**src/hw/caf_pkg.sv**
```systemverilog
package caf_pkg;

  // ----------------------------------------------------------------
  // filter and buffer geometry
  // ----------------------------------------------------------------
  localparam int unsigned NUM_FILTERS   = 16;
  localparam int unsigned FILT_IDX_W    = 4;
  localparam int unsigned REG_W         = 16;

  // ----------------------------------------------------------------
  // filter register field positions
  // ----------------------------------------------------------------
  localparam int unsigned SID_MSB       = 15;
  localparam int unsigned SID_LSB       = 5;
  localparam int unsigned IDE_BIT       = 3;
  localparam int unsigned EXT_MSB       = 1;
  localparam int unsigned EXT_LSB       = 0;
  // implemented bits: 15..5, 3, 1..0 (bits 4 and 2 read zero)
  localparam logic [15:0] FILT_IMPL_MASK = 16'hFFEB;

  // ----------------------------------------------------------------
  // data word byte lanes
  // ----------------------------------------------------------------
  localparam int unsigned HI_BYTE_LSB   = 8;
  localparam int unsigned LO_BYTE_LSB   = 0;

  // ----------------------------------------------------------------
  // register map (byte addresses)
  // ----------------------------------------------------------------
  localparam logic [11:0] FILT_BASE     = 12'h000; // 16 words, 0x000..0x03c
  localparam logic [11:0] DATA_W4_OFS   = 12'h040;
  localparam logic [11:0] DATA_W5_OFS   = 12'h044;
  localparam logic [11:0] MASK_EN_OFS   = 12'h048; // per-filter type mask enables
  localparam logic [11:0] FILT_EN_OFS   = 12'h04C; // per-filter enables
  localparam logic [11:0] HIT_OFS       = 12'h050; // last compare result
  localparam logic [15:0] MASK_EN_RST   = 16'h0000;
  localparam logic [15:0] FILT_EN_RST   = 16'h0000;

  // ----------------------------------------------------------------
  // ahb-lite constants
  // ----------------------------------------------------------------
  localparam logic [1:0]  HTRANS_NONSEQ = 2'b10;
  localparam logic [1:0]  HTRANS_SEQ    = 2'b11;

  // received frame identifier under test
  typedef struct packed {
    logic [10:0] std_id;
    logic [1:0]  ext_upper;
    logic        is_ext;
  } caf_rx_id_t;

  // compare result
  typedef struct packed {
    logic        hit;
    logic [3:0]  filter_num;
    logic [15:0] hit_vec;
  } caf_result_t;

endpackage

```
**src/hw/caf_filter_match.sv**
```systemverilog
`timescale 1ns/1ps
module caf_filter_match
  import caf_pkg::*;
(
  // clock and reset
  input  wire logic        mclk_in,
  input  wire logic        rst_in,
  // ahb-lite slave
  input  wire logic        hsel_in,
  input  wire logic [11:0] haddr_in,
  input  wire logic [1:0]  htrans_in,
  input  wire logic        hwrite_in,
  input  wire logic [2:0]  hsize_in,
  input  wire logic        hready_in,
  input  wire logic [31:0] hwdata_in,
  output logic      [31:0] hrdata_out,
  output logic             hreadyout_out,
  output logic             hresp_out,
  // received frame from the bit engine
  input  wire logic        rx_valid_in,
  input  wire caf_rx_id_t  rx_id_in,
  input  wire logic [7:0]  rx_byte2_in,
  input  wire logic [7:0]  rx_byte3_in,
  input  wire logic [7:0]  rx_byte4_in,
  input  wire logic [7:0]  rx_byte5_in,
  // compare result
  output logic             result_valid_out,
  output caf_result_t      result_out
);

  // ----------------------------------------------------------------
  // storage
  // ----------------------------------------------------------------
  logic [15:0] filt_q [NUM_FILTERS];  // no reset: content undefined
  logic [15:0] word4_q;               // data bytes 3/2
  logic [15:0] word5_q;               // data bytes 5/4
  logic [15:0] mask_en_q;             // per-filter type mask enable
  logic [15:0] filt_en_q;             // per-filter enable
  // the hit path is combinational from the filter bank to the result register
  logic [15:0] hit_vec;               // combinational per-filter hit
  logic        any_hit;               // some enabled filter hit
  logic [3:0]  hit_num;               // lowest hitting filter

  // ----------------------------------------------------------------
  // ahb-lite address phase capture
  // ----------------------------------------------------------------
  logic        ph_wr_q;    // write data phase pending
  logic        ph_rd_q;    // read data phase pending
  logic [11:0] ph_addr_q;  // captured address
  logic        take;       // valid transfer accepted this cycle

  // only nonseq and seq start a transfer; idle and busy are ignored
  assign take = hsel_in && hready_in && htrans_in[1];

  // zero wait states, always okay
  assign hreadyout_out = 1'b1;
  assign hresp_out     = 1'b0;

  // capture each accepted transfer for its data phase
  // hsize is not decoded: every register is one whole aligned word
  always_ff @(posedge mclk_in or posedge rst_in) begin
    if (rst_in) begin
      ph_wr_q   <= 1'b0;
      ph_rd_q   <= 1'b0;
      ph_addr_q <= 12'h000;
    end else if (hready_in) begin
      ph_wr_q   <= take && hwrite_in;
      ph_rd_q   <= take && !hwrite_in;
      ph_addr_q <= haddr_in;
    end
  end

  // decode helpers on the data phase address
  // the bank spans the first sixteen words, so bits 5..2 pick the filter
  logic       filt_sel;   // address falls in filter bank
  logic [3:0] filt_idx;   // filter index from address
  assign filt_sel = (ph_addr_q[11:6] == FILT_BASE[11:6]);
  assign filt_idx = ph_addr_q[5:2];

  // ----------------------------------------------------------------
  // filter bank: one register and one comparator per filter
  // ----------------------------------------------------------------
  // no reset on the filter storage: software must load a pattern first
  // trade-off: sixteen parallel comparators answer within one cycle
  genvar g;
  generate
    for (g = 0; g < NUM_FILTERS; g++) begin : g_filt
      // write path; unimplemented bits forced to zero
      always_ff @(posedge mclk_in) begin
        if (ph_wr_q && filt_sel && filt_idx == 4'(g)) begin
          filt_q[g] <= hwdata_in[15:0] & FILT_IMPL_MASK;
        end
      end

      // compare against the received identifier
      logic sid_ok;  // standard id bits equal
      logic ext_ok;  // extended id 17..16 equal
      logic typ_ok;  // frame type admitted
      assign sid_ok = (filt_q[g][SID_MSB:SID_LSB] == rx_id_in.std_id);
      assign ext_ok = (filt_q[g][EXT_MSB:EXT_LSB] == rx_id_in.ext_upper);
      // type bit only counts when this filter's mask enable is set
      assign typ_ok = !mask_en_q[g] || (filt_q[g][IDE_BIT] == rx_id_in.is_ext);
      // all conditions together; disabled filters never hit
      assign hit_vec[g] = filt_en_q[g] && sid_ok && ext_ok && typ_ok;
    end
  endgenerate

  // lowest numbered hitting filter wins
  // scanning downward lets the lowest index overwrite the higher ones
  always_comb begin
    hit_num = 4'h0;
    for (int i = NUM_FILTERS - 1; i >= 0; i--) begin
      if (hit_vec[i]) begin
        hit_num = 4'(i);
      end
    end
  end
  assign any_hit = |hit_vec;

  // ----------------------------------------------------------------
  // control registers
  // ----------------------------------------------------------------
  // mask and filter enables reset to off so garbage filters stay quiet
  // writes to any other address leave both enables untouched
  always_ff @(posedge mclk_in or posedge rst_in) begin
    if (rst_in) begin
      mask_en_q <= MASK_EN_RST;
      filt_en_q <= FILT_EN_RST;
    end else if (ph_wr_q) begin
      if (ph_addr_q == MASK_EN_OFS) begin
        mask_en_q <= hwdata_in[15:0];
      end
      if (ph_addr_q == FILT_EN_OFS) begin
        filt_en_q <= hwdata_in[15:0];
      end
    end
  end

  // ----------------------------------------------------------------
  // message data words: frame load or software write
  // ----------------------------------------------------------------
  // a received frame that hits overrides a simultaneous software write
  // limitation: a software write in the same cycle as a frame load is lost
  always_ff @(posedge mclk_in) begin
    if (rx_valid_in && any_hit) begin
      word4_q <= {rx_byte3_in, rx_byte2_in};
      word5_q <= {rx_byte5_in, rx_byte4_in};
    end else if (ph_wr_q) begin
      if (ph_addr_q == DATA_W4_OFS) begin
        word4_q <= hwdata_in[15:0];
      end
      if (ph_addr_q == DATA_W5_OFS) begin
        word5_q <= hwdata_in[15:0];
      end
    end
  end

  // ----------------------------------------------------------------
  // compare result register
  // ----------------------------------------------------------------
  // one-cycle valid pulse per received identifier
  // result_out keeps its value until the next identifier arrives
  always_ff @(posedge mclk_in or posedge rst_in) begin
    if (rst_in) begin
      result_valid_out <= 1'b0;
      result_out       <= '0;
    end else begin
      result_valid_out <= rx_valid_in;
      if (rx_valid_in) begin
        result_out.hit        <= any_hit;
        result_out.filter_num <= hit_num;
        result_out.hit_vec    <= hit_vec;
      end
    end
  end

  // ----------------------------------------------------------------
  // read data: combinational in the data phase
  // ----------------------------------------------------------------
  // unmapped offsets read zero and accept writes silently
  // the upper half of every register word except the hit status is always zero
  always_comb begin
    hrdata_out = 32'h0000_0000;
    if (ph_rd_q) begin
      if (filt_sel) begin
        hrdata_out = {16'h0000, filt_q[filt_idx] & FILT_IMPL_MASK};
      end else begin
        case (ph_addr_q)
          DATA_W4_OFS: hrdata_out = {16'h0000, word4_q};
          DATA_W5_OFS: hrdata_out = {16'h0000, word5_q};
          MASK_EN_OFS: hrdata_out = {16'h0000, mask_en_q};
          FILT_EN_OFS: hrdata_out = {16'h0000, filt_en_q};
          HIT_OFS:     hrdata_out = {11'h000, result_out.hit,
                                     result_out.filter_num, result_out.hit_vec};
          default:     hrdata_out = 32'h0000_0000;
        endcase
      end
    end
  end

  // ----------------------------------------------------------------
  // checks
  // ----------------------------------------------------------------
  // all checks sample on the controller clock and stay quiet in reset
  chk_unimpl_zero: assert property (@(posedge mclk_in) disable iff (rst_in)
    ph_rd_q && filt_sel |-> hrdata_out[4] == 1'b0 && hrdata_out[2] == 1'b0)
    else $error("unimplemented filter bit read nonzero");

  chk_filter_write: assert property (@(posedge mclk_in) disable iff (rst_in)
    ph_wr_q && filt_sel |=> filt_q[$past(filt_idx)][15:5] == $past(hwdata_in[15:5]))
    else $error("filter write not stored");

  chk_sid_needed: assert property (@(posedge mclk_in) disable iff (rst_in)
    rx_valid_in && hit_vec[0] |-> filt_q[0][15:5] == rx_id_in.std_id)
    else $error("hit without standard id equality");

  chk_type_gate: assert property (@(posedge mclk_in) disable iff (rst_in)
    rx_valid_in && mask_en_q[0] && hit_vec[0] |-> filt_q[0][3] == rx_id_in.is_ext)
    else $error("type select ignored under mask enable");

  chk_ext_needed: assert property (@(posedge mclk_in) disable iff (rst_in)
    rx_valid_in && hit_vec[1] |-> filt_q[1][1:0] == rx_id_in.ext_upper)
    else $error("hit without extended bits equality");

  chk_word4_bytes: assert property (@(posedge mclk_in) disable iff (rst_in)
    rx_valid_in && any_hit |=> word4_q == {$past(rx_byte3_in), $past(rx_byte2_in)})
    else $error("word 4 byte order wrong");

  chk_word5_bytes: assert property (@(posedge mclk_in) disable iff (rst_in)
    rx_valid_in && any_hit |=> word5_q == {$past(rx_byte5_in), $past(rx_byte4_in)})
    else $error("word 5 byte order wrong");

  chk_result_hit: assert property (@(posedge mclk_in) disable iff (rst_in)
    rx_valid_in |=> result_valid_out && result_out.hit == $past(any_hit))
    else $error("result does not follow compare");

  chk_disabled_quiet: assert property (@(posedge mclk_in) disable iff (rst_in)
    rx_valid_in |=> (result_out.hit_vec & ~$past(filt_en_q)) == 16'h0000)
    else $error("disabled filter reported a hit");

  // the reported filter hits and no lower numbered filter does
  chk_hit_lowest: assert property (@(posedge mclk_in) disable iff (rst_in)
    rx_valid_in && any_hit |-> hit_vec[hit_num] &&
      (hit_vec & ((16'h0001 << hit_num) - 16'h0001)) == 16'h0000)
    else $error("reported filter is not the lowest hit");

  // valid only follows a received identifier, never without one
  chk_result_pulse: assert property (@(posedge mclk_in) disable iff (rst_in)
    !rx_valid_in |=> !result_valid_out)
    else $error("result valid without a received identifier");

  // per-filter mask enables take the written value
  chk_mask_write: assert property (@(posedge mclk_in) disable iff (rst_in)
    ph_wr_q && ph_addr_q == MASK_EN_OFS |=> mask_en_q == $past(hwdata_in[15:0]))
    else $error("mask enable write not stored");

  // the two unimplemented bits are never stored
  chk_unimpl_store: assert property (@(posedge mclk_in) disable iff (rst_in)
    ph_wr_q && filt_sel |=>
      filt_q[$past(filt_idx)][4] == 1'b0 && filt_q[$past(filt_idx)][2] == 1'b0)
    else $error("unimplemented filter bit stored");

  // every filter's own verdict is kept in the result
  chk_result_vec: assert property (@(posedge mclk_in) disable iff (rst_in)
    rx_valid_in |=> result_out.hit_vec == $past(hit_vec))
    else $error("per-filter hit vector not kept");

  // read data is zero outside a read data phase
  chk_read_idle: assert property (@(posedge mclk_in) disable iff (rst_in)
    !ph_rd_q |-> hrdata_out == 32'h0000_0000)
    else $error("read data driven outside a read");

  // the status word shows the held result
  chk_hit_status: assert property (@(posedge mclk_in) disable iff (rst_in)
    ph_rd_q && ph_addr_q == HIT_OFS |-> hrdata_out[20:0] == result_out)
    else $error("hit status read differs from result");

  // a frame that hits nothing leaves the data words alone
  chk_word_keep: assert property (@(posedge mclk_in) disable iff (rst_in)
    rx_valid_in && !any_hit && !ph_wr_q |=>
      word4_q == $past(word4_q) && word5_q == $past(word5_q))
    else $error("data words changed without a hit or a write");

  cov_hit: cover property (@(posedge mclk_in) disable iff (rst_in)
    rx_valid_in && any_hit);
  cov_miss: cover property (@(posedge mclk_in) disable iff (rst_in)
    rx_valid_in && filt_en_q != 16'h0000 && !any_hit);
  cov_multi: cover property (@(posedge mclk_in) disable iff (rst_in)
    rx_valid_in && $countones(hit_vec) > 1);
  cov_type_gated: cover property (@(posedge mclk_in) disable iff (rst_in)
    rx_valid_in && any_hit && mask_en_q[hit_num]);
  cov_soft_word: cover property (@(posedge mclk_in) disable iff (rst_in)
    ph_wr_q && ph_addr_q == DATA_W4_OFS);

endmodule

```
**config.mk**
```make
export PLATFORM = sky130hd
export DESIGN_NAME = caf_filter_match
export DESIGN_NICKNAME = d
export VERILOG_FILES = /design/src/hw/caf_pkg.sv /design/src/hw/caf_filter_match.sv
export SDC_FILE = /design/constraint.sdc
export NUM_CORES = 1
export LEC_CHECK = 0
export ABC_CLOCK_PERIOD_IN_PS = 10110
export BUFFER_PORTS_ARGS = -buffer_cell sky130_fd_sc_hd__clkbuf_2
export CAP_MARGIN = 40
export CELL_PAD_IN_SITES_DETAIL_PLACEMENT = 0
export CELL_PAD_IN_SITES_GLOBAL_PLACEMENT = 2
export CORE_MARGIN = 1.5
export CORE_UTILIZATION = 47
export CTS_CLUSTER_DIAMETER = 60
export CTS_CLUSTER_SIZE = 24
export DETAILED_ROUTE_END_ITERATION = 8
export PLACE_DENSITY = 0.95
export SLEW_MARGIN = 20
export SYNTH_ARGS = -nofsm -noshare
export SYNTH_HDL_FRONTEND = slang
export SYNTH_SLANG_ARGS = --single-unit
```
**constraint.sdc**
```tcl
create_clock -name mclk_in -period 10.11 [get_ports mclk_in]
set_clock_uncertainty 0.2 [all_clocks]
set_input_delay 2.022 -clock mclk_in [delete_from_list [all_inputs] [get_ports mclk_in]]
set_output_delay 2.022 -clock mclk_in [all_outputs]
set_load 0.005 [all_outputs]
```
# == Yosys cells after proc, flatten, opt, wreduce, memory -nomap -nowiden ==
# Memory sizes are Yosys's and may differ from the RTL's.
# Cells that the tools add are included.
# word_totals
regBits,100
ramBits,224
input_bits,101
out_inout_bits,56
elab_cells,310
memories,1
# op_classes
eq_ne,68
n_mux,102
n_reduce_logical,128
# memory_table
memory,depth,word_bits,rd,rd_ports_with_merged_regs,wr,line_no,text
filt_q,16,14,17,0,1,caf_filter_match.sv:34,logic [15:0] filt_q [NUM_FILTERS];
# ops
op,count
14-bit two-way mux,15
14-bit OR reduction,15
11-bit == test,16
4-bit two-way mux,31
21-bit one-hot mux with 5 select lines,1
16-bit two-way mux,6
1-bit logical AND,70
"12-bit by 7-bit == test with 1-bit output, second input constant",5
1-bit two-way mux,47
21-bit two-way mux,2
2-bit == test,16
"4-bit == test, second input constant",8
1-bit zero test,17
1-bit == test,16
"4-bit by 3-bit == test with 1-bit output, second input constant",4
1-bit logical OR,16
16-bit OR reduction,1
"4-bit by 2-bit == test with 1-bit output, second input constant",2
2-bit AND reduction,4
6-bit zero test,1
2-bit nonzero test,3
"4-bit by 1-bit == test with 1-bit output, second input constant",1
4-bit zero test,1

# == Depth between registers and ports, before layout ==
# logic_depth
word_depth,21
ltp_mapped,10
mapped_depth_nobuf,7

# == Worst setup path after synthesis ==
# Ideal clock, no wire load.
# synth_path
path_type,input -> register
startpoint,input rx_id_in[5] (netlist name)
endpoint,register word4_q[0] (enable)
setup_time_ns,0.367
t_arrival_ns,3.896
t_required_ns,9.543
setup_slack_ns,5.647
cell_stages,9
path_buffers,2
cell_sequence,buf_6 buf_6 xnor2_1 nand4_1 nor4_1 nor3_2 and3b_1 a21oi_1 a21o_1
# synth_between
elab_chain_cells,8
word_cells_on_any_way,69
cone_classes,eq/ne (16); reduce/logical (53)
# synth_rtl
element,line_no,text
"start, declared",caf_filter_match.sv:21,"input wire caf_rx_id_t rx_id_in,"
11-bit == test,caf_filter_match.sv:99,assign sid_ok = (filt_q[g][SID_MSB:SID_LSB] == rx_id_in.std_id);
1-bit logical AND (3 in series),caf_filter_match.sv:104,assign hit_vec[g] = filt_en_q[g] && sid_ok && ext_ok && typ_ok;
16-bit OR reduction *,caf_filter_match.sv:118,assign any_hit = |hit_vec;
1-bit logical AND *,caf_filter_match.sv:145,if (rx_valid_in && any_hit) begin
2-bit nonzero test (no line),-,
2-bit AND reduction (no line) *,-,
"end signal, assigned",caf_filter_match.sv:146,"word4_q <= {rx_byte3_in, rx_byte2_in};"
"end signal, assigned",caf_filter_match.sv:150,word4_q <= hwdata_in[15:0];
"end, declared",caf_filter_match.sv:35,logic [15:0] word4_q;
# Every way passes the cells marked *; elsewhere a longest branch is shown, timed or not.
# A chain may end at the register's enable or synchronous reset.

# == Worst setup path in the final report ==
# layout_path
startpoint,register ph_addr_q[8]
endpoint,output hrdata_out[14]
# layout_between
elab_chain_cells,4
word_cells_on_any_way,9
cone_classes,eq/ne (5); mux (3); reduce/logical (1)
# layout_rtl
element,line_no,text
"start, declared",caf_filter_match.sv:49,logic [11:0] ph_addr_q;
"start signal, assigned",caf_filter_match.sv:69,ph_addr_q <= haddr_in;
12-bit by 7-bit == test with 1-bit output,caf_filter_match.sv:188,case (ph_addr_q)
21-bit one-hot mux with 5 select lines,caf_filter_match.sv:188,
21-bit two-way mux *,caf_filter_match.sv:185,if (filt_sel) begin
21-bit two-way mux *,caf_filter_match.sv:184,if (ph_rd_q) begin
"end, declared",caf_filter_match.sv:16,"output logic [31:0] hrdata_out,"
# Marked as above.

==> impl_results.md <==
* Run status: complete, no violations
* Kind of cell adding the most delay to the critical path: simple AND/OR/NAND/NOR gates
* Hold Slack at 0.310 ns
* Drt total wl at 54.2 mm
* CP max stage cell: or4_1
* Ys flop type: edfxtp_1
* Std cell rows at 69
* Largest net degree at the start of global routing at 55
* Routed vias/inst at 6.42
* Lkg Pwr at 6.56 nW
* Power, Total at 2.88 mW
* Ranking of synthesized cells by area: edfxtp_1 45%, dfrtp_1 10%, mux4_2 9.7%, xnor2_1 7.7%, xor2_1 3.6%
* Worst setup EP type: primary output
* Die area at 37300 µm²
* Crit path largest cell delay at 0.58 ns
* Starting DRT DRC Count at 1362
* Core Area at 35600 µm²
* First-pass GRT wire length at 76.7 mm
* Root Driver: clkbuf_16
* Post-Syn Area at 17000 µm²
* Crit share post-route at 0.611
* Seq/Total Area, Yosys at 0.552
* Final Hold Viols at 0
* Peak supply drop at 0.142 mV
* Min cycle time layout at 6.18 ns
* RSZ-0062 raised after global routing: false
* Sum of negative setup slack at 0 ns
* Max cap viols at 0
* Clk sinks at 324
* RD Place Congestion at 0.944
* Slew margin rel. at 0.365
* Starting Density at 0.478
* IO Port Bufs at 123
* Unique cell type count in the Yosys netlist at 52
* Longest Clk Path Bufs at 3
* Largest area contributor in the netlist: edfxtp_1
* Die X at 193 µm
* Routed Antenna Nets at 0
* Slew @ Worst Pin at 0.944 ns
* Worst hold path class: flip-flop to flip-flop
* Initial antenna violation count at 4
* Origin of the worst setup path: ph_addr_q[8]
* Gr usage total at 0.292
* Crit-path max FO at 14
* Fmax at 162 MHz
* Worst path cell trace: or4_1 -> nor2_1 -> nand3_1 -> nor3_2 -> buf_4 -> and2_1 -> a222oi_1 -> a21oi_1 -> clkbuf_2
* Fraction of registers with async set/reset at 0.210
* Hold_buf cts at 0
* Syn Inst Count at 1162
* WL/cell at 30.7 µm
* Skew-Pair Late Insertion Delay at 0.58 ns
* R2R depth at 8
* Yosys reg bits at 324
* Number of synthesized flops with an enable pin at 256
* CTS tree: done
* WP buf/inv at 2
* Finished Layout Cells at 1764
* Crit path required time at 7.89 ns
* Worst path depth at 9
* GRT Residual Overflow at 0
* Reg2reg setup slack at 6.17 ns
* Worst-path clk slew at 0.07 ns
* Crit Path Class: flip-flop to primary output
* Die Y at 193 µm
* Area Growth Syn to Fin at 11.3%
* Crit start category: flip-flop
* Share of cells above drive strength 1 at 0.301
* DR pass1 iterations at 6
* Cts bufs inserted at 28
* Vias in the first global route at 11000
* Setup violators final at 0
* Number of gates resized after CTS at 0
* YS warnings at 0
* Crit path capture: hrdata_out[14]
* Post-CTS setup buffers at 0
* P per Cell Area at 152 nW/µm²
* # H-tree levels at 1
* CP arrival at 3.95 ns
* Post-DP HPWL at 40.1 mm
* Post-Place Cells at 1709
* Syn avg cell area at 14.6 µm²
* Nets@finish at 1381
* Max Slew Vio Count at 0
* Via count at 11300
* IO Pins at 157
* DRC Markers at 0
* RR Endpoint: word4_q[15]
* Post-synth top area share at 0.452
* R2r startpoint: filt_q[9][4]
metrics by stage:
step,setup WS [ns],cell area [µm²],util
global placement,3.86,17800,0.501
floorplan,5.65,17000,-
CTS,3.90,18900,0.531
detailed placement,4.11,18000,0.505
finish,3.93,18900,0.532
global route,3.75,18900,0.532
layout by cell type, fill, tap and decap left out, drive strengths merged, types with 41 or more instances in the layout:
master / netlist / final
xnor2: 155 / 155
edfxtp: 256 / 256
mux4: 73 / 73
dfrtp: 68 / 68
xor2: 69 / 69
nand4: 72 / 72
mux2: 80 / 80
nand2: 41 / 41
clkbuf: 22 / 157
nor4: 44 / 44
routing by layer:
layer	vias to the layer above	routed length (µm)	track usage
li1	4716	-	-
met1	5744	21500	0.406
met2	729	24400	0.452
met3	131	6010	0.0568
met4	2	2290	0.115
met5	-	11	0
report_power, final:
part           internal (mW)  total (mW)  switching [mW]
clock                  0.557        1.09           0.535
combinational          0.129       0.322           0.193
sequential              1.44        1.46          0.0164
area by class of cell:
type,instances,area [µm²]
Inverter,22,82.6
Tap cell,461,577
Clock buffer,34,764
Antenna cell,1,2.50
Multi-Input combinational cell,741,6960
Sequential cell,324,9400
Timing Repair Buffer,163,977
Clock inverter,18,156
Fill cell,2934,16700
cells in the mapped netlist (19+ instances only):
library cell / n
buf_6: 25
mux4_2: 73
clkbuf_1: 22
o21ai_0: 30
xor2_1: 69
nor4_1: 40
xnor2_1: 150
nor2_1: 27
mux2_4: 29
nand2_1: 41
mux2_2: 51
nand4_1: 70
o211ai_1: 22
inv_1: 22
dfrtp_1: 68
edfxtp_1: 256
a21oi_1: 19
flip-flops by register name, indices dropped and copies added (netlist names):
register          flops
filt_q              224
word5_q              16
ph_rd_q               1
ph_wr_q               1
filt_en_q            16
mask_en_q            16
result_valid_out      1
ph_addr_q            12
word4_q              16
result_out           21
cell families after synthesis:
logic type	synth area share
AOI/OAI and AO/OA	0.0473
and+or+nand+nor	0.0813
DFF	0.552
other	0.000442
buffers and inverters	0.0431
muxes	0.158
xor gates and xnor gates	0.118
worst min-delay path by stage:
stage                   start        endpoint  slack (ns)  cells past startpoint
2_1_floorplan   ph_addr_q[11]   ph_addr_q[11]        0.27                      1
3_3_place_gp    ph_addr_q[11]   ph_addr_q[11]        0.28                      1
6_report        ph_addr_q[10]   ph_addr_q[10]        0.31                      1
5_1_grt        result_out[20]  result_out[20]        0.34                      1
3_5_place_dp   result_out[20]  result_out[20]        0.30                      1
4_1_cts        result_out[20]  result_out[20]        0.31                      1
(Power assumes the default switching activity.)
